<file path="src/txs_regs.svh">
// constants for the sonet transmit byte serializer
`ifndef TXS_REGS_SVH
`define TXS_REGS_SVH

// byte width and the bit that leaves the shifter first
`define TXS_BYTE_W         8
`define TXS_MSB            7
`define TXS_SHIFT_LAST     3'h7

// documented line rates in kbit/s and byte clock rates in khz
`define TXS_SER_FAST_KBPS  32'h00097E00
`define TXS_SER_SLOW_KBPS  32'h00025F80
`define TXS_BCLK_FAST_KHZ  32'h00012FC0
`define TXS_BCLK_SLOW_KHZ  32'h00004BF0

// byte clock divider in mclk cycles: last count and high half
`define TXS_BYTE_FAST_LAST 6'h07
`define TXS_BYTE_SLOW_LAST 6'h1F
`define TXS_BYTE_FAST_HALF 6'h04
`define TXS_BYTE_SLOW_HALF 6'h10
`define TXS_BYTE_CNT_ZERO  6'h00

// serial bit divider: last count per rate
`define TXS_BIT_FAST_LAST  2'h0
`define TXS_BIT_SLOW_LAST  2'h3
`define TXS_BIT_CNT_ZERO   2'h0

`endif

</file>
<file path="src/txs_pkg.sv">
// types shared by the transmit byte serializer files
package txs_pkg;

  typedef enum logic [1:0] {
    TXS_MODE_IN  = 2'b01,
    TXS_MODE_OUT = 2'b10
  } txs_mode_type;

  typedef struct packed {
    logic       load;
    logic       bit_en;
    logic [7:0] data;
  } txs_shift_ctl_type;

endpackage : txs_pkg

</file>
<file path="src/txs_sonet_tx_byte_serializer.sv">
// transmit byte serializer top: byte clock direction, capture and serial out
//
// Overview of operation
// RL1 - framer aligns bytes to our driven clock
// RL2 - serialize msb first, then descending bits
// RL3 - serial rate follows selected sonet rate
// RL4 - select high: drive byte clock per rate
// RL5 - output mode: capture byte on rising edge
// RL6 - select low: release pin, use as input
// RL7 - framer supplies matching byte clock, aligned data
// RL8 - input mode: latch byte on external edge
// RL9 - direction select defaults low, input mode
// RL10 - one byte per period, eight bits out
`timescale 1ns/1ps
`include "txs_regs.svh"

module txs_sonet_tx_byte_serializer (
  input  wire logic                   mclk,
  input  wire logic                   rst,
  input  wire logic [`TXS_BYTE_W-1:0] tx_par_data,
  input  wire logic                   tx_clk_dir_sel,
  input  wire logic                   tx_rate_sel,
  input  wire logic                   tx_byte_clk_bidir_i,
  output logic                        tx_byte_clk_bidir_o,
  output logic                        tx_byte_clk_bidir_oe_n,
  output logic                        tx_serial_out_pos,
  output logic                        tx_serial_out_neg
);

  // pin synchronisers: first stage feeds only the second
  logic [`TXS_BYTE_W-1:0] dat_s1_q;
  logic [`TXS_BYTE_W-1:0] dat_s2_q;
  logic [`TXS_BYTE_W-1:0] dat_s3_q;
  logic                   sel_s1_q;
  logic                   sel_s2_q;
  logic                   rate_s1_q;
  logic                   rate_s2_q;
  logic                   rate_s3_q;
  logic                   bclk_s1_q;
  logic                   bclk_s2_q;
  logic                   bclk_s3_q;

  logic [`TXS_BYTE_W-1:0] dat_s1_d;
  logic [`TXS_BYTE_W-1:0] dat_s2_d;
  logic [`TXS_BYTE_W-1:0] dat_s3_d;
  logic                   sel_s1_d;
  logic                   sel_s2_d;
  logic                   rate_s1_d;
  logic                   rate_s2_d;
  logic                   rate_s3_d;
  logic                   bclk_s1_d;
  logic                   bclk_s2_d;
  logic                   bclk_s3_d;
  // each stage copies the one before it
  always_comb begin
    dat_s1_d  = tx_par_data;
    dat_s2_d  = dat_s1_q;
    dat_s3_d  = dat_s2_q;
    sel_s1_d  = tx_clk_dir_sel;
    sel_s2_d  = sel_s1_q;
    rate_s1_d = tx_rate_sel;
    rate_s2_d = rate_s1_q;
    rate_s3_d = rate_s2_q;
    bclk_s1_d = tx_byte_clk_bidir_i;
    bclk_s2_d = bclk_s1_q;
    bclk_s3_d = bclk_s2_q;
  end

  // rst clears every stage so no stale byte is loaded after reset
  always_ff @(posedge mclk or posedge rst) begin
    if (rst) begin
      dat_s1_q  <= 8'h00;
      dat_s2_q  <= 8'h00;
      dat_s3_q  <= 8'h00;
      // RL9 reset to input mode
      sel_s1_q  <= 1'b0;
      sel_s2_q  <= 1'b0;
      rate_s1_q <= 1'b0;
      rate_s2_q <= 1'b0;
      rate_s3_q <= 1'b0;
      bclk_s1_q <= 1'b0;
      bclk_s2_q <= 1'b0;
      bclk_s3_q <= 1'b0;
    end else begin
      dat_s1_q  <= dat_s1_d;
      dat_s2_q  <= dat_s2_d;
      dat_s3_q  <= dat_s3_d;
      sel_s1_q  <= sel_s1_d;
      sel_s2_q  <= sel_s2_d;
      rate_s1_q <= rate_s1_d;
      rate_s2_q <= rate_s2_d;
      rate_s3_q <= rate_s3_d;
      bclk_s1_q <= bclk_s1_d;
      bclk_s2_q <= bclk_s2_d;
      bclk_s3_q <= bclk_s3_d;
    end
  end

  // mode state and dividers
  txs_pkg::txs_mode_type mode_q;
  txs_pkg::txs_mode_type mode_d;
  logic [5:0]            bcnt_q;
  logic [5:0]            bcnt_d;
  logic [1:0]            bitcnt_q;
  logic [1:0]            bitcnt_d;
  logic                  clk_o_q;
  logic                  clk_o_d;
  logic                  oe_n_q;
  logic                  oe_n_d;
  logic [5:0]            byte_last;
  logic [5:0]            byte_half;
  logic [1:0]            bit_last;
  logic                  mode_chg;
  logic                  rate_chg;
  logic                  byte_wrap;
  logic                  bit_wrap;
  logic                  ext_rise;
  // shifter control travels as one packed struct
  txs_pkg::txs_shift_ctl_type ctl;

  // decode of the synchronised selects
  always_comb begin
    // RL3 rate picks both dividers
    byte_last = rate_s2_q ? `TXS_BYTE_FAST_LAST : `TXS_BYTE_SLOW_LAST;
    byte_half = rate_s2_q ? `TXS_BYTE_FAST_HALF : `TXS_BYTE_SLOW_HALF;
    bit_last  = rate_s2_q ? `TXS_BIT_FAST_LAST : `TXS_BIT_SLOW_LAST;
    byte_wrap = (bcnt_q >= byte_last);
    bit_wrap  = (bitcnt_q >= bit_last);
    // edge seen one stage early so the byte in dat_s3 predates it
    ext_rise  = bclk_s2_q & ~bclk_s3_q;
    mode_d    = sel_s2_q ? txs_pkg::TXS_MODE_OUT : txs_pkg::TXS_MODE_IN;
    mode_chg  = (mode_d != mode_q);
    // a rate change mid byte would otherwise cut a clock pulse short
    rate_chg  = (rate_s2_q != rate_s3_q);
  end

  // divider, byte clock and shifter control
  always_comb begin
    bcnt_d   = bcnt_q;
    bitcnt_d = bitcnt_q;
    clk_o_d  = clk_o_q;
    oe_n_d   = oe_n_q;
    ctl      = '0;
    unique case (mode_q)
      txs_pkg::TXS_MODE_OUT: begin
        // RL4 drive divided byte clock
        oe_n_d = 1'b0;
        if (byte_wrap) begin
          bcnt_d = `TXS_BYTE_CNT_ZERO;
        end else begin
          bcnt_d = bcnt_q + 6'h01;
        end
        // high half first so the rise lines up with count zero
        clk_o_d = (bcnt_d < byte_half);
        // RL5 capture at our rising edge
        ctl.load = (bcnt_q == `TXS_BYTE_CNT_ZERO);
        // RL1 byte settled before the edge
        ctl.data = dat_s2_q;
      end
      txs_pkg::TXS_MODE_IN: begin
        // limitation: a framer clock off the selected rate is not flagged
        // RL6 release pin, follow input
        oe_n_d  = 1'b1;
        clk_o_d = 1'b0;
        bcnt_d  = `TXS_BYTE_CNT_ZERO;
        // RL8 latch on external rising edge
        ctl.load = ext_rise;
        // RL7 value held just before edge
        ctl.data = dat_s3_q;
      end
    endcase
    // fast rate shifts every mclk, slow every fourth
    // RL10 eight bit slots per byte period
    if (ctl.load || bit_wrap) begin
      bitcnt_d = `TXS_BIT_CNT_ZERO;
    end else begin
      bitcnt_d = bitcnt_q + 2'h1;
    end
    ctl.bit_en = ~ctl.load && bit_wrap;
    // switching direction or rate restarts the byte timing cleanly;
    // parking at the last count makes the first pulse full width
    if (mode_chg || rate_chg) begin
      bcnt_d   = byte_last;
      bitcnt_d = `TXS_BIT_CNT_ZERO;
      clk_o_d  = 1'b0;
      oe_n_d   = (mode_d == txs_pkg::TXS_MODE_IN);
      ctl.load = 1'b0;
    end
  end

  // mode group registers
  always_ff @(posedge mclk or posedge rst) begin
    if (rst) begin
      mode_q   <= txs_pkg::TXS_MODE_IN;
      bcnt_q   <= `TXS_BYTE_CNT_ZERO;
      bitcnt_q <= `TXS_BIT_CNT_ZERO;
      clk_o_q  <= 1'b0;
      oe_n_q   <= 1'b1;
    end else begin
      mode_q   <= mode_d;
      bcnt_q   <= bcnt_d;
      bitcnt_q <= bitcnt_d;
      clk_o_q  <= clk_o_d;
      oe_n_q   <= oe_n_d;
    end
  end

  // RL2 shifter serializes each byte
  txs_par_to_ser_shifter u_shifter (
    .mclk    (mclk),
    .rst     (rst),
    .ctl     (ctl),
    .ser_pos (tx_serial_out_pos),
    .ser_neg (tx_serial_out_neg)
  );

  // pin drive and enable come straight from registers
  assign tx_byte_clk_bidir_o    = clk_o_q;
  assign tx_byte_clk_bidir_oe_n = oe_n_q;

endmodule : txs_sonet_tx_byte_serializer

</file>
<file path="src/txs_par_to_ser_shifter.sv">
// parallel to serial shifter, msb first, differential output
`timescale 1ns/1ps
`include "txs_regs.svh"

module txs_par_to_ser_shifter (
  input  wire logic                       mclk,
  input  wire logic                       rst,
  input  wire txs_pkg::txs_shift_ctl_type ctl,
  output logic                            ser_pos,
  output logic                            ser_neg
);

  logic [`TXS_BYTE_W-1:0] sr_q;
  logic [`TXS_BYTE_W-1:0] sr_d;
  logic [2:0]             cnt_q;
  logic [2:0]             cnt_d;
  logic                   pos_q;
  logic                   pos_d;
  logic                   neg_q;
  logic                   neg_d;

  always_comb begin
    sr_d  = sr_q;
    cnt_d = cnt_q;
    pos_d = pos_q;
    neg_d = neg_q;
    if (ctl.load) begin
      // RL2 msb first out
      sr_d  = ctl.data;
      cnt_d = 3'h0;
      pos_d = ctl.data[`TXS_MSB];
      neg_d = ~ctl.data[`TXS_MSB];
    end else if (ctl.bit_en && (cnt_q != `TXS_SHIFT_LAST)) begin
      // RL2 descending bit order
      sr_d  = {sr_q[`TXS_BYTE_W-2:0], 1'b0};
      cnt_d = cnt_q + 3'h1;
      pos_d = sr_q[`TXS_MSB-1];
      neg_d = ~sr_q[`TXS_MSB-1];
    end
  end

  always_ff @(posedge mclk or posedge rst) begin
    if (rst) begin
      sr_q  <= 8'h00;
      cnt_q <= `TXS_SHIFT_LAST;
      pos_q <= 1'b0;
      neg_q <= 1'b1;
    end else begin
      sr_q  <= sr_d;
      cnt_q <= cnt_d;
      pos_q <= pos_d;
      neg_q <= neg_d;
    end
  end

  assign ser_pos = pos_q;
  assign ser_neg = neg_q;

endmodule : txs_par_to_ser_shifter

</file>
<file path="config.mk">
export PLATFORM = sky130hd
export DESIGN_NAME = txs_sonet_tx_byte_serializer
export DESIGN_NICKNAME = d
export VERILOG_FILES = /design/src/txs_pkg.sv /design/src/txs_sonet_tx_byte_serializer.sv /design/src/txs_par_to_ser_shifter.sv
export VERILOG_INCLUDE_DIRS = /design/src
export SDC_FILE = /design/constraint.sdc
export NUM_CORES = 1
export LEC_CHECK = 0
export ABC_CLOCK_PERIOD_IN_PS = 5900
export BUFFER_PORTS_ARGS = -buffer_cell sky130_fd_sc_hd__clkbuf_2
export CAP_MARGIN = 20
export CORE_ASPECT_RATIO = 1.75
export CORE_MARGIN = 4
export CORE_UTILIZATION = 35
export DETAILED_ROUTE_END_ITERATION = 16
export GPL_TIMING_DRIVEN = 0
export PLACE_DENSITY = 0.53
export SYNTH_ARGS = -nofsm -noshare
export SYNTH_HDL_FRONTEND = slang
export SYNTH_SLANG_ARGS = --single-unit
</file>
<file path="constraint.sdc">
create_clock -name mclk -period 5.9 [get_ports mclk]
set_input_delay 0.59 -clock mclk [delete_from_list [all_inputs] [get_ports mclk]]
set_output_delay 0.59 -clock mclk [all_outputs]
set_load 0.02 [all_outputs]
</file>
Word level (Yosys, flattened, before mapping)
Cells that the tools add are included.
{"block": "word_totals", "register_bits": 56, "in_bits": 13, "output_inout_bits": 4, "wordCells": 68}
{"block": "op_classes", "add_sub_neg": 3, "magnitude_cmp": 3, "eq_ne": 6, "muxes": 25, "bitwise": 5, "reduce_logical": 6}
{"operator": "two-way mux 6 bit", "count": 3}
{"operator": "one-hot mux 8 bit (2 select lines)", "count": 1}
{"operator": "two-way mux 7 bit", "count": 2}
{"operator": "one-hot mux 6 bit (2 select lines)", "count": 1}
{"operator": "two-way mux 5 bit", "count": 2}
{"operator": "two-way mux 2 bit", "count": 4}
{"operator": "two-way mux 1 bit", "count": 7}
{"operator": "adder 6 x 1 -> 6 bit (second input constant)", "count": 1}
{"operator": "greater-or-equal comparator 6 x 5 -> 1 bit", "count": 1}
{"operator": "logical NOT 6 bit", "count": 1}
{"operator": "less-than comparator 6 x 5 -> 1 bit", "count": 1}
{"operator": "two-way mux 3 bit", "count": 2}
{"operator": "one-hot mux 1 bit (2 select lines)", "count": 3}
{"operator": "equality test 2 x 1 -> 1 bit (second input constant)", "count": 2}
{"operator": "NOT 1 bit", "count": 4}
{"operator": "adder 3 x 1 -> 3 bit (second input constant)", "count": 1}
{"operator": "!= test 3 bit (second input constant)", "count": 1}
{"operator": "adder 2 x 1 -> 2 bit (second input constant)", "count": 1}
{"operator": "equality test 2 bit (second input constant)", "count": 1}
{"operator": "greater-or-equal comparator 2 bit", "count": 1}
{"operator": "logical AND 1 bit", "count": 2}
{"operator": "logical OR 1 bit", "count": 2}
{"operator": "!= test 2 bit", "count": 1}
{"operator": "nonzero test 2 bit", "count": 1}
{"operator": "2 further kinds", "count": 2}

Depth between registers and ports, before layout
Gate-level depths: netlist of the first run.
{"block": "logic_depth", "depth_word": 8, "depth_mapped": 8, "depth_no_buf": 7}

By module
A second synthesis of the first run with hierarchy kept.
{"block": "hier_totals", "cells_unflattened": 167, "area_unflattened_um2": 2265.9}
{"mod": "txs_sonet_tx_byte_serializer", "n_inst": 1, "cells_each": 111, "area_each_um2": 1680.4, "seq_area_each_um2": 1103.6}
{"mod": "txs_par_to_ser_shifter", "n_inst": 1, "cells_each": 56, "area_each_um2": 585.6, "seq_area_each_um2": 305.3}

Worst setup path before layout of the first run
No wires, ideal clock.
{"block": "synth_path", "path_type": "register to register", "from": "reg rate_s2_q", "to": "reg clk_o_q, in the netlist tx_byte_clk_bidir_o", "setup_time_ps": 125, "arrival_ps": 1936, "required_time_ps": 5775, "setup_slack_ps": 3838, "path_stages_with_launch": 7, "path_buffers": 0, "period_less_slack_ps": 2062, "path_cell_list": "dfrtp_1 ha_1 a211oi_1 nand2_1 nor2_1 ha_1 a2111oi_0"}
{"block": "synth_via", "elab_chain_len": 7, "elab_cells_between_ends": 10, "cone_classes": "order compare: 2; eq/ne: 1; mux: 6; reduce/logical: 1"}
{"item": "start: declaration", "line_no": "txs_sonet_tx_byte_serializer.sv:37", "text": "logic rate_s2_q;"}
{"item": "start signal: assignment", "line_no": "txs_sonet_tx_byte_serializer.sv:91", "text": "rate_s2_q <= rate_s2_d;"}
{"item": "two-way mux 5 bit (no source line)"}
{"item": "greater-or-equal comparator 6 x 5 -> 1 bit", "line_no": "txs_sonet_tx_byte_serializer.sv:127", "text": "byte_wrap = (bcnt_q >= byte_last);"}
{"item": "two-way mux 6 bit", "line_no": "txs_sonet_tx_byte_serializer.sv:148", "text": "if (byte_wrap) begin"}
{"item": "two-way mux 6 bit", "line_no": "txs_sonet_tx_byte_serializer.sv:144", "text": "unique case (mode_q)"}
{"item": "less-than comparator 6 x 5 -> 1 bit", "line_no": "txs_sonet_tx_byte_serializer.sv:154", "text": "clk_o_d = (bcnt_d < byte_half);"}
{"item": "one-hot mux 1 bit (2 select lines)", "line_no": "txs_sonet_tx_byte_serializer.sv:144"}
{"item": "two-way mux 1 bit (*)", "line_no": "txs_sonet_tx_byte_serializer.sv:182", "text": "if (mode_chg || rate_chg) begin"}
{"item": "via clk_o_d", "line_no": "txs_sonet_tx_byte_serializer.sv:107", "text": "logic clk_o_d;"}
{"item": "end signal: assignment", "line_no": "txs_sonet_tx_byte_serializer.sv:203", "text": "clk_o_q <= clk_o_d;"}
{"item": "end: declaration", "line_no": "txs_sonet_tx_byte_serializer.sv:106", "text": "logic clk_o_q;"}
The timed path passes the listed nets; every way through them passes the cells marked *. The select of a mux whose other input is x is not followed.
A chain may end at the register's enable or synchronous reset.

Worst setup path after layout of the first run
Same ends and word-level chain as after synthesis.

==> impl_metrics.csv, run 1 <==
group,metric,value,unit
outcome,status,"finished clean",
routing,dr.pass1.iters,4,
routing,drtIter0Drc,30,
clock_tree,root_buffer,"clkbuf_8",
flow_run,cap_violations,0,
final_layout,multi_input_area,673,um^2
synthesis,syn-mean-instance-area,13.5,um^2
die,start_util,0.361,
synthesis,ys_types,42,
die,coreArea,0.00593,mm^2
critical_path,startpoint_type,"flop",
clock_tree,tritoncts,"yes",
critical_path,cp-end-kind,"flop",
sta,hold_viol,0,
global_route,antenna_found_initial,0,
synthesis,synth-seq-cells,56,
global_route,grtUsageMet1,0.129,
synthesis,synth-warning-count,0,
global_route,grt_usage,0.106,
die,die_w,67.1,um
power,p_leak,1.10,nW
routing,num_vias,1265,
sta,slew_headroom,0.613,
final_layout,final_nets,205,
power,peakVddDrop,179,uV
global_route,grt_max_degree,44,
power,powerDensity,311,mW/mm^2
clock_tree,cts_max_level,2,
place,dp_hpwl,2430,um
global_route,met2_usage,0.177,
global_route,gr-total-overflow,0,
routing,drc,0,
global_route,grt_pass1_wl,6240,um
sta,fin_skew,0.00864,ns
clock_tree,clk_path_buf_depth,2,
synthesis,netlist_area,0.00214,mm^2
die,num_rows,37,
global_route,grtUsageMet3,0.0212,
routing,wire_per_inst,13.0,um
place,placed_cells,254,
clock_tree,clkLatencyLatePin,0.30,ns
clock_tree,cts_resized,0,
critical_path,crit_required,6.08,ns
global_route,grt_pass1_vias,1375,
clock_tree,cts_hold_buf,0,
critical_path,worstSetupPathType,"flop to flop",
clock_tree,cts_sinks,56,
final_layout,drive_gt1_frac,0.212,
sta,setup_tns,0,ns
sta,setup_viol,0,
critical_path,cp.arrival,2.61,ns
routing,viasPerCell,4.83,
sta,max_freq,412,MHz
final_layout,area_growth,13.4,%
worst_hold_path,hold_class,"input pin to asynchronous set/reset pin",
die,die-area,0.00748,mm^2
sta,period_minus_slack,2.43,ns
final_layout,fin_cells,262,
final_layout,seq_area,0.00141,mm^2
synthesis,synth-seq-area-share,0.658,
final_layout,num_antenna_cells,0,
clock_tree,postCtsSetupBuffers,0,
place,numPortBuffers,16,
global_route,gr-max-usage-layer,"met2",
clock_tree,cts-buffers-inserted,5,
place,place_congestion,0.721,
routing,ant_nets,0,
clock_tree,clkTransAtPathRegs,0.10,ns
sta,slew_viol_final,0,
sta,tightest_slew,0.573,ns
critical_path,path_max_fanout,10,
final_layout,fill_cells,619,
routing,wl,3410,um
sta,rsz0062_at_grt,"false",
die,num_io_pins,17,
sta,post-route-period-util,0.412,
die,die_h,111,um
synthesis,syn_nets,181,
synthesis,netlist_instances,159,
## synthesized netlist by cell type (all sizes together)
cell,count,area [um^2]
and2b,1,7.51
nand4,2,12.5
o211ai,1,7.51
a221o,3,30.0
nor2b,1,6.26
o2bb2ai,1,8.76
o32ai,2,17.5
o21ai,1,5.00
nor4bb,1,10.0
mux2,1,11.3
nor3,1,5.00
inv,8,30.0
a22o,2,17.5
o31ai,1,7.51
buf,4,27.5
or3b,1,8.76
a21oi,10,61.3
xor2,4,35.0
a211oi,1,7.51
nor2,7,33.8
dfrtp,50,1250
a32oi,3,26.3
xnor2,1,8.76
nand2,16,60.1
nand3,3,15.0
dfstp,6,158
a2111oi,1,8.76
nor3b,2,26.3
and3,1,6.26
nand2b,7,43.8
mux2i,3,30.0
nand3b,1,7.51
a31oi,2,27.5
ha,9,113
a22oi,1,7.51
## worst max-delay path, cell delays in order (launching register included)
cell       delay (ns)
dfrtp_1          0.52
ha_1             0.37
a211oi_1         0.38
nand2_1          0.27
nor2_1           0.16
ha_1             0.23
a2111oi_0        0.37
## report_power, final
part / switching, mW / internal (mW)
clock network: 0.121 / 0.0855
logic: 0.0576 / 0.0456
registers: 0.0201 / 0.425
total: 0.198 / 0.556
## state kept, by name, indices dropped and copies added (netlist names)
register	count
bclk_s1_q	1
bclk_s2_q	1
bclk_s3_q	1
bcnt_q	6
bitcnt_q	2
dat_s1_q	8
dat_s2_q	8
dat_s3_q	8
mode_q	2
rate_s1_q	1
rate_s2_q	1
rate_s3_q	1
sel_s1_q	1
sel_s2_q	1
tx_byte_clk_bidir_o	1
tx_byte_clk_bidir_oe_n	1
u_shifter.cnt_q	3
u_shifter.ser_neg	1
u_shifter.ser_pos	1
u_shifter.sr_q	7
## metal layers
| layer | wire length (um) | share of wire |
|---|---|---|
| met2 | 1830 | 0.54 |
| met4 | 74 | 0.022 |
| met3 | 89 | 0.026 |
| met5 | 0 | 0 |
| met1 | 1420 | 0.42 |
## stage by stage
| stage | power, mW | hold WS, ns | worst slack (ns) | util | cell area, um^2 |
|---|---|---|---|---|---|
| floorplan | 0.526 | 0.331 | 3.84 | - | 2140 |
| global placement | 0.549 | 0.331 | 3.39 | 0.391 | 2320 |
| detailed placement | 0.559 | 0.335 | 3.52 | 0.394 | 2340 |
| CTS | 0.768 | 0.200 | 3.49 | 0.409 | 2430 |
| global route | 0.804 | 0.214 | 3.19 | 0.409 | 2430 |
| finish | 0.754 | 0.204 | 3.47 | 0.409 | 2430 |
## kinds of logic (layout without fill, tap and decap cells)
family / after synthesis / count (layout) / share of synthesized area
flip-flops: 56 / 56 / 0.658
AND/OR/NAND/NOR: 44 / 44 / 0.113
AO/OA/AOI/OAI: 29 / 29 / 0.109
buffers and inverters: 12 / 37 / 0.0269
adder cells (fa/ha/maj): 9 / 9 / 0.0526
XOR/XNOR: 5 / 5 / 0.0205
multiplexers: 4 / 4 / 0.0193
## worst paths after layout
check                                  from  slack [ns]                      to  cells after the start
worst min-delay path                    rst        0.20             dat_s2_q[5]                      2
min in group mclk               dat_s1_q[4]        0.36             dat_s2_q[4]                      0
worst max-delay path              rate_s2_q        3.47     tx_byte_clk_bidir_o                      6
worst max register to register    rate_s2_q        3.47     tx_byte_clk_bidir_o                      6
max in group asynchronous               rst        5.11  tx_byte_clk_bidir_oe_n                      3
worst min register to register  dat_s1_q[4]        0.36             dat_s2_q[4]                      0
## cell usage in the layout (no fill, tap or decap), drive strengths merged, types with 3 or more instances in the layout
| cell | synthesis | routed |
|---|---|---|
| nand2b | 7 | 7 |
| ha | 9 | 9 |
| nand3 | 3 | 3 |
| xor2 | 4 | 4 |
| mux2i | 3 | 3 |
| buf | 4 | 5 |
| a21oi | 10 | 10 |
| a221o | 3 | 3 |
| nand2 | 16 | 16 |
| nor2 | 7 | 7 |
| a32oi | 3 | 3 |
| inv | 8 | 9 |
| dfstp | 6 | 6 |
| dfrtp | 50 | 50 |
| clkbuf | 0 | 22 |
## cell type report
cell class,instances,area share
tap,78,0.0402
clock buffer,6,0.0299
buffer,4,0.0113
inverter,8,0.0124
timing repair buffer,17,0.0413
multi-input combinational,91,0.277
clock inverter,2,0.00670
sequential,56,0.581
(Power assumes the default switching activity.)
==> run 2: changes to the inputs <==
--- a/config.mk
+++ b/config.mk
@@ -6,7 +6,8 @@
 export SDC_FILE = /design/constraint.sdc
 export NUM_CORES = 1
 export LEC_CHECK = 0
-export ABC_CLOCK_PERIOD_IN_PS = 5900
+export ABC_AREA = 1
+export ABC_CLOCK_PERIOD_IN_PS = 2390
 export BUFFER_PORTS_ARGS = -buffer_cell sky130_fd_sc_hd__clkbuf_2
 export CAP_MARGIN = 20
 export CORE_ASPECT_RATIO = 1.75
==> constraint.sdc (replaced) <==
create_clock -name mclk -period 2.39 [get_ports mclk]
set_input_delay 0.239 -clock mclk [delete_from_list [all_inputs] [get_ports mclk]]
set_output_delay 0.239 -clock mclk [all_outputs]
set_load 0.02 [all_outputs]
==> run 2 against run 1 <==
Flip-flop and latch count unchanged. Clock skew decreased by 0.0015 ns. Clock power increased to 4.0 times the previous value. Synthesized cell count increased by 55%.
==> impl_metrics.csv, run 2 <==
group,metric,value,unit
critical_path,startpoint_type,"flop",
routing,viasPerCell,4.32,
power,powerDensity,826,mW/mm^2
routing,drtIter0Drc,54,
sta,setup_viol,0,
sta,slew_headroom,0.797,
worst_hold_path,min_delay_worst_endpoint,"dat_s1_q[6]",
global_route,antenna_found_initial,0,
sta,rsz0062_at_grt,"false",
final_layout,area_growth,16.5,%
synthesis,netlist_instances,246,
synthesis,syn-mean-instance-area,9.46,um^2
worst_hold_path,hold_start,"tx_par_data[6]",
sta,slew_viol_final,0,
die,num_io_pins,17,
synthesis,synth_area_leaders,"dfrtp_1 54%, nand2_1 13%, dfstp_2 6.8%",
clock_tree,clkTransAtPathRegs,0.07,ns
die,start_util,0.359,
critical_path,crit_chain,"ha_1 > nand2_1 > nand2_1 > a21oi_2 > inv_1 > nor2_1 > ha_1 > a21boi_0 > nor2_1",
routing,dr.pass1.iters,4,
clock_tree,cts_resized,0,
critical_path,cp.arrival,2.21,ns
critical_path,cp.buffers_inverters,1,
critical_path,critPathTopFamily,"adder cells",
clock_tree,clk_path_buf_depth,2,
final_layout,reg.largest.list,"dat_s1_q (8), dat_s2_q (8), dat_s3_q (8)",
die,coreArea,0.00649,mm^2
final_layout,drive_gt1_frac,0.176,
synthesis,synth_common_cells,"82 x nand2_1, 50 x dfrtp_1, 30 x inv_1",
synthesis,netlist_area,0.00233,mm^2
critical_path,worstSetupPathDepth,9,
worst_hold_path,hold_class,"input pin to flop",
sta,post-route-period-util,0.835,
clock_tree,cts_sinks,56,
clock_tree,postCtsSetupBuffers,0,
sta,tightest_slew,0.304,ns
final_layout,final_nets,293,
routing,num_vias,1528,
global_route,grt_max_degree,44,
routing,wl,3910,um
sta,hold_viol,0,
power,peakVddDrop,452,uV
synthesis,yosys.area.top_type,"dfrtp_1",
synthesis,ys_types,25,
sta,fin_skew,0.00710,ns
global_route,grt_pass1_vias,1638,
sta,period_minus_slack,1.99,ns
critical_path,reg2reg_depth,9,
global_route,grt_usage,0.116,
routing,drc,0,
routing,ant_nets,0,
final_layout,final_common_cell,"nand2_1",
global_route,gr-total-overflow,0,
worst_hold_path,whs_path_depth,1,
flow_run,cap_violations,0,
critical_path,r2r_slack,0.40,ns
critical_path,crit_slowest_cell,"dfrtp_1",
critical_path,r2r-end,"tx_byte_clk_bidir_o",
synthesis,synth-warning-count,0,
critical_path,worstReg2RegStart,"rate_s2_q",
die,die-area,0.00807,mm^2
clock_tree,root_buffer,"clkbuf_16",
die,die_h,116,um
synthesis,yosysMostFrequentCell,"nand2_1",
global_route,grt_pass1_wl,7420,um
synthesis,syn_nets,268,
clock_tree,cts_max_level,2,
synthesis,async_flop_share,1.00,
final_layout,num_antenna_cells,0,
die,die_w,69.6,um
synthesis,synth-seq-area-share,0.605,
clock_tree,tritoncts,"yes",
final_layout,most-common-layout-cells,"82 x nand2_1, 50 x dfrtp_1, 29 x inv_1",
die,num_rows,39,
routing,wire_per_inst,11.0,um
critical_path,crit_path_max_incr_delay,0.48,ns
power,p_leak,1.43,nW
sta,holdWs,0.0475,ns
synthesis,synthFlopType,"dfrtp_1",
outcome,status,"finished clean",
critical_path,cp-end-kind,"flop",
critical_path,path_max_fanout,8,
synthesis,synth-seq-cells,56,
sta,max_freq,501,MHz
critical_path,worstSetupPathType,"flop to flop",
clock_tree,clkLatencyLatePin,0.29,ns
place,dp_hpwl,2870,um
sta,setup_tns,0,ns
clock_tree,cts_hold_buf,1,
critical_path,crit_required,2.61,ns
synthesis,synth-edff-count,0,
synthesis,synth_top_area_frac,0.538,
place,place_congestion,0.830,
place,numPortBuffers,16,
clock_tree,cts-buffers-inserted,5,
-- run 2: cell types whose count changed after synthesis, sizes merged, moves of 3 or more --
cell and change:
nor2 +14, inv +27, a221o -3, xor2 -3
nand3 +19, nand2b -7, a21oi -6, nand2 +70
a32oi -3, mux2i -3, o21ai +3
-- run 2: logic make-up after synthesis --
family / after synthesis / share of synthesized area
compound gates: 10 / 0.0301
simple gates: 132 / 0.246
buf+inv: 37 / 0.0629
fa+ha+maj: 9 / 0.0484
flops: 56 / 0.605
xor+xnor: 2 / 0.00753
-- run 2: final cells by class --
| class | count | area (um^2) |
|---|---|---|
| repair buffers | 18 | 110 |
| flip-flops and latches | 56 | 1410 |
| clock buffers | 5 | 125 |
| plain buffers | 2 | 12.5 |
| clock inverters | 3 | 46.3 |
| well taps | 82 | 103 |
| inverters | 35 | 134 |
| fillers | 678 | 3780 |
| multi-input cells | 153 | 772 |
-- run 2: stage by stage --
stage	utilization	cell area [um^2]	setup slack [ns]	instances	total power [mW]
after floorplan	-	2330	0.655	246	1.35
after global placement	0.387	2510	0.114	344	1.43
after detailed placement	0.390	2530	0.351	345	1.44
after CTS	0.418	2710	0.342	354	2.28
after global routing	0.418	2710	0.125	354	2.40
final	0.418	2710	0.395	354	2.24
-- run 2: worst max-delay path by stage --
stage                          from                   to  slack, ns
after CTS                 rate_s2_q  tx_byte_clk_bidir_o       0.34
after detailed placement  rate_s2_q  tx_byte_clk_bidir_o       0.35
after floorplan           rate_s2_q  tx_byte_clk_bidir_o       0.65
after global routing      rate_s2_q  tx_byte_clk_bidir_o       0.12
final                     rate_s2_q  tx_byte_clk_bidir_o       0.40
after global placement          rst    u_shifter.sr_q[1]       0.11
-- run 2: layer usage --
layer | vias up | global-route usage | share of wire
li1 | 800 | - | -
met1 | 698 | 0.138 | 0.43
met4 | 0 | 0.0614 | 0.027
met2 | 22 | 0.198 | 0.51
met5 | - | 0 | 0
met3 | 8 | 0.0226 | 0.033
-- run 2: worst reg2reg max path, cell delays in order (launching register included) --
cell	delay, ns
dfrtp_1	0.48
ha_1	0.35
nand2_1	0.06
nand2_1	0.08
a21oi_2	0.22
inv_1	0.10
nor2_1	0.14
ha_1	0.25
a21boi_0	0.12
nor2_1	0.13
-- run 2: where the power goes --
| group | total [mW] | internal, mW | leakage (nW) | switching, mW |
|---|---|---|---|---|
| combinational | 0.311 | 0.114 | 0.680 | 0.197 |
| sequential | 1.10 | 1.06 | 0.666 | 0.0472 |
| clock | 0.825 | 0.498 | 0.0804 | 0.327 |
==> run 3: changes to the inputs <==
--- a/config.mk
+++ b/config.mk
@@ -7,7 +7,7 @@
 export NUM_CORES = 1
 export LEC_CHECK = 0
 export ABC_AREA = 1
-export ABC_CLOCK_PERIOD_IN_PS = 2390
+export ABC_CLOCK_PERIOD_IN_PS = 1750
 export BUFFER_PORTS_ARGS = -buffer_cell sky130_fd_sc_hd__clkbuf_2
 export CAP_MARGIN = 20
 export CORE_ASPECT_RATIO = 1.75
@@ -15,7 +15,7 @@
 export CORE_UTILIZATION = 35
 export DETAILED_ROUTE_END_ITERATION = 16
 export GPL_TIMING_DRIVEN = 0
-export PLACE_DENSITY = 0.53
+export PLACE_DENSITY = 0.55
 export SYNTH_ARGS = -nofsm -noshare
 export SYNTH_HDL_FRONTEND = slang
 export SYNTH_SLANG_ARGS = --single-unit
==> constraint.sdc (replaced) <==
create_clock -name mclk -period 1.75 [get_ports mclk]
set_input_delay 0.175 -clock mclk [delete_from_list [all_inputs] [get_ports mclk]]
set_output_delay 0.175 -clock mclk [all_outputs]
set_load 0.02 [all_outputs]
==> run 3 against run 2 <==
Final cell count is 5.9% higher. Core utilization grew 4.5 points. Count of clock-buffer cells in the layout is the same. Wire length increased by 6.8%. Worst hold slack improved by 0.30 ns. Critical endpoint unchanged. Combinational power rose by 75%. Largest power group unchanged.
==> impl_metrics.csv, run 3 (synthesized netlist as in run 2, its figures left out) <==
group,metric,value,unit
global_route,grt_max_degree,45,
routing,wl,4170,um
die,die_w,69.6,um
clock_tree,clkLatencyLatePin,0.29,ns
clock_tree,cts_max_level,2,
final_layout,reg.largest.list,"dat_s1_q (8), dat_s2_q (8), dat_s3_q (8)",
sta,fin_skew,0.00581,ns
critical_path,startpoint_type,"flop",
sta,post-route-period-util,0.967,
critical_path,cp.arrival,1.88,ns
routing,wl_met3,140,um
routing,drc,0,
final_layout,num_antenna_cells,0,
die,coreArea,0.00649,mm^2
global_route,grt_pass1_vias,1712,
routing,drtIter0Drc,40,
critical_path,crit_chain,"ha_4 > inv_1 > nor2_2 > a21oi_4 > inv_2 > nor2_4 > ha_1 > a21boi_1 > nor2_1",
place,place_ws,-0.262,ns
sta,rsz0062_at_grt,"true",
routing,dr.max_layer_used,"met4",
critical_path,crit_required,1.93,ns
sta,slew_viol_final,0,
final_layout,multi_input_area,892,um^2
final_layout,postLayoutCellArea,0.00300,mm^2
worst_hold_path,hold_class,"flop to flop",
power,powerDensity,1010,mW/mm^2
die,die-area,0.00807,mm^2
clock_tree,clkTransAtPathRegs,0.07,ns
final_layout,area_growth,29.0,%
routing,wl_met2,2260,um
place,dp_hpwl,2790,um
sta,setup_viol,0,
final_layout,fill_cells,630,
routing,wire_per_inst,11.1,um
sta,worst_slack,0.0583,ns
routing,drt-met1-wl,1670,um
critical_path,cp.buffers_inverters,2,
sta,tightest_slew,0.288,ns
clock_tree,cts-buffers-inserted,5,
critical_path,worstSetupPathType,"flop to flop",
place,place_congestion,0.827,
die,die_h,116,um
sta,slew_headroom,0.808,
final_layout,seq_area,0.00141,mm^2
outcome,status,"finished clean",
global_route,antenna_found_initial,0,
place,numPortBuffers,16,
power,peakVddDrop,781,uV
global_route,gr-total-overflow,0,
power,p_leak,1.51,nW
critical_path,path_max_fanout,4,
clock_tree,tritoncts,"yes",
sta,max_freq,591,MHz
routing,ant_nets,0,
final_layout,final_common_cell,"nand2_1",
sta,setup_tns,0,ns
clock_tree,clk_path_buf_depth,2,
critical_path,critPathTopFamily,"adder cells",
flow_run,cap_violations,0,
routing,viasPerCell,4.43,
final_layout,final_nets,314,
sta,hold_viol,0,
die,num_io_pins,17,
routing,dr.pass1.iters,4,
critical_path,crit_path_max_incr_delay,0.45,ns
die,start_util,0.359,
global_route,grt_pass1_wl,7550,um
die,num_rows,39,
final_layout,drive_gt1_frac,0.266,
final_layout,most-common-layout-cells,"77 x nand2_1, 48 x dfrtp_1, 27 x inv_1",
critical_path,crit_slowest_cell,"dfrtp_1",
final_layout,final_util,0.463,
global_route,grt_usage,0.117,
clock_tree,cts_sinks,56,
place,placed_cell_area,0.00253,mm^2
routing,num_vias,1662,
sta,period_minus_slack,1.69,ns
power,finalPower,3.04,mW
clock_tree,root_buffer,"clkbuf_16",
critical_path,cp-end-kind,"flop",
run 3: cell count changes in the layout (fill, tap and decap cells not counted), sizes merged:
cell and delta:
buf +8, bufinv -1, clkinv +1, clkinvlp +1, dlygate4sd3 +11, nand2 +1
run 3: where the power goes:
group	leakage (nW)	total (mW)	switching [mW]	internal (mW)
registers	0.664	1.51	0.0666	1.44
logic	0.784	0.543	0.319	0.224
clock network	0.0660	0.988	0.455	0.533
run 3: worst paths after layout:
path / from / endpoint / slack (ns) / cells after the start
min in group asynchronous: rst / bcnt_q[4] / 0.36 / 3
worst max register to register: bcnt_q[3] / tx_byte_clk_bidir_o / 0.06 / 9
worst min register to register: bclk_s1_q / bclk_s2_q / 0.35 / 0
worst min-delay path: bclk_s1_q / bclk_s2_q / 0.35 / 0
max in group asynchronous: rst / u_shifter.cnt_q[0] / 0.83 / 4
worst max-delay path: bcnt_q[3] / tx_byte_clk_bidir_o / 0.06 / 9
run 3: worst register-to-register path: stages, from the launching register on:
cell	delay, ns
dfrtp_1	0.45
ha_4	0.29
inv_1	0.04
nor2_2	0.13
a21oi_4	0.08
inv_2	0.08
nor2_4	0.04
ha_1	0.26
a21boi_1	0.15
nor2_1	0.07
run 3: final cells by class:
| type | instances | area share |
|---|---|---|
| timing repair inverter | 1 | 0.00208 |
| clock inverter | 3 | 0.00792 |
| timing repair buffer | 37 | 0.0946 |
| multi-input combinational | 154 | 0.297 |
| tap | 82 | 0.0342 |
| clock buffer | 5 | 0.0417 |
| sequential | 56 | 0.470 |
| inverter | 35 | 0.0471 |
| buffer | 2 | 0.00542 |
run 3: what timing repair did:
item | 4_1_cts | 5_1_grt
setup buffers | 3 | 5
endpoints found under the setup margin | 12 | 11
gates cloned | 0 | 2
pin swaps | 2 | 12
hold buffers | 12 | 0
hold endpoints to repair | 21 | 0
resized for setup | 9 | 21
run 3: routing by layer:
metal,vias to the layer above,track usage
met5,-,0
met4,0,0.0575
met3,5,0.0278
met2,23,0.207
met1,794,0.133
li1,840,-
run 3: metrics by stage:
stage,std cells,hold WS (ns)
after global placement,344,0.283
final,375,0.350
after global routing,375,0.360
after floorplan,246,0.206
after CTS,368,0.351
after detailed placement,345,0.116
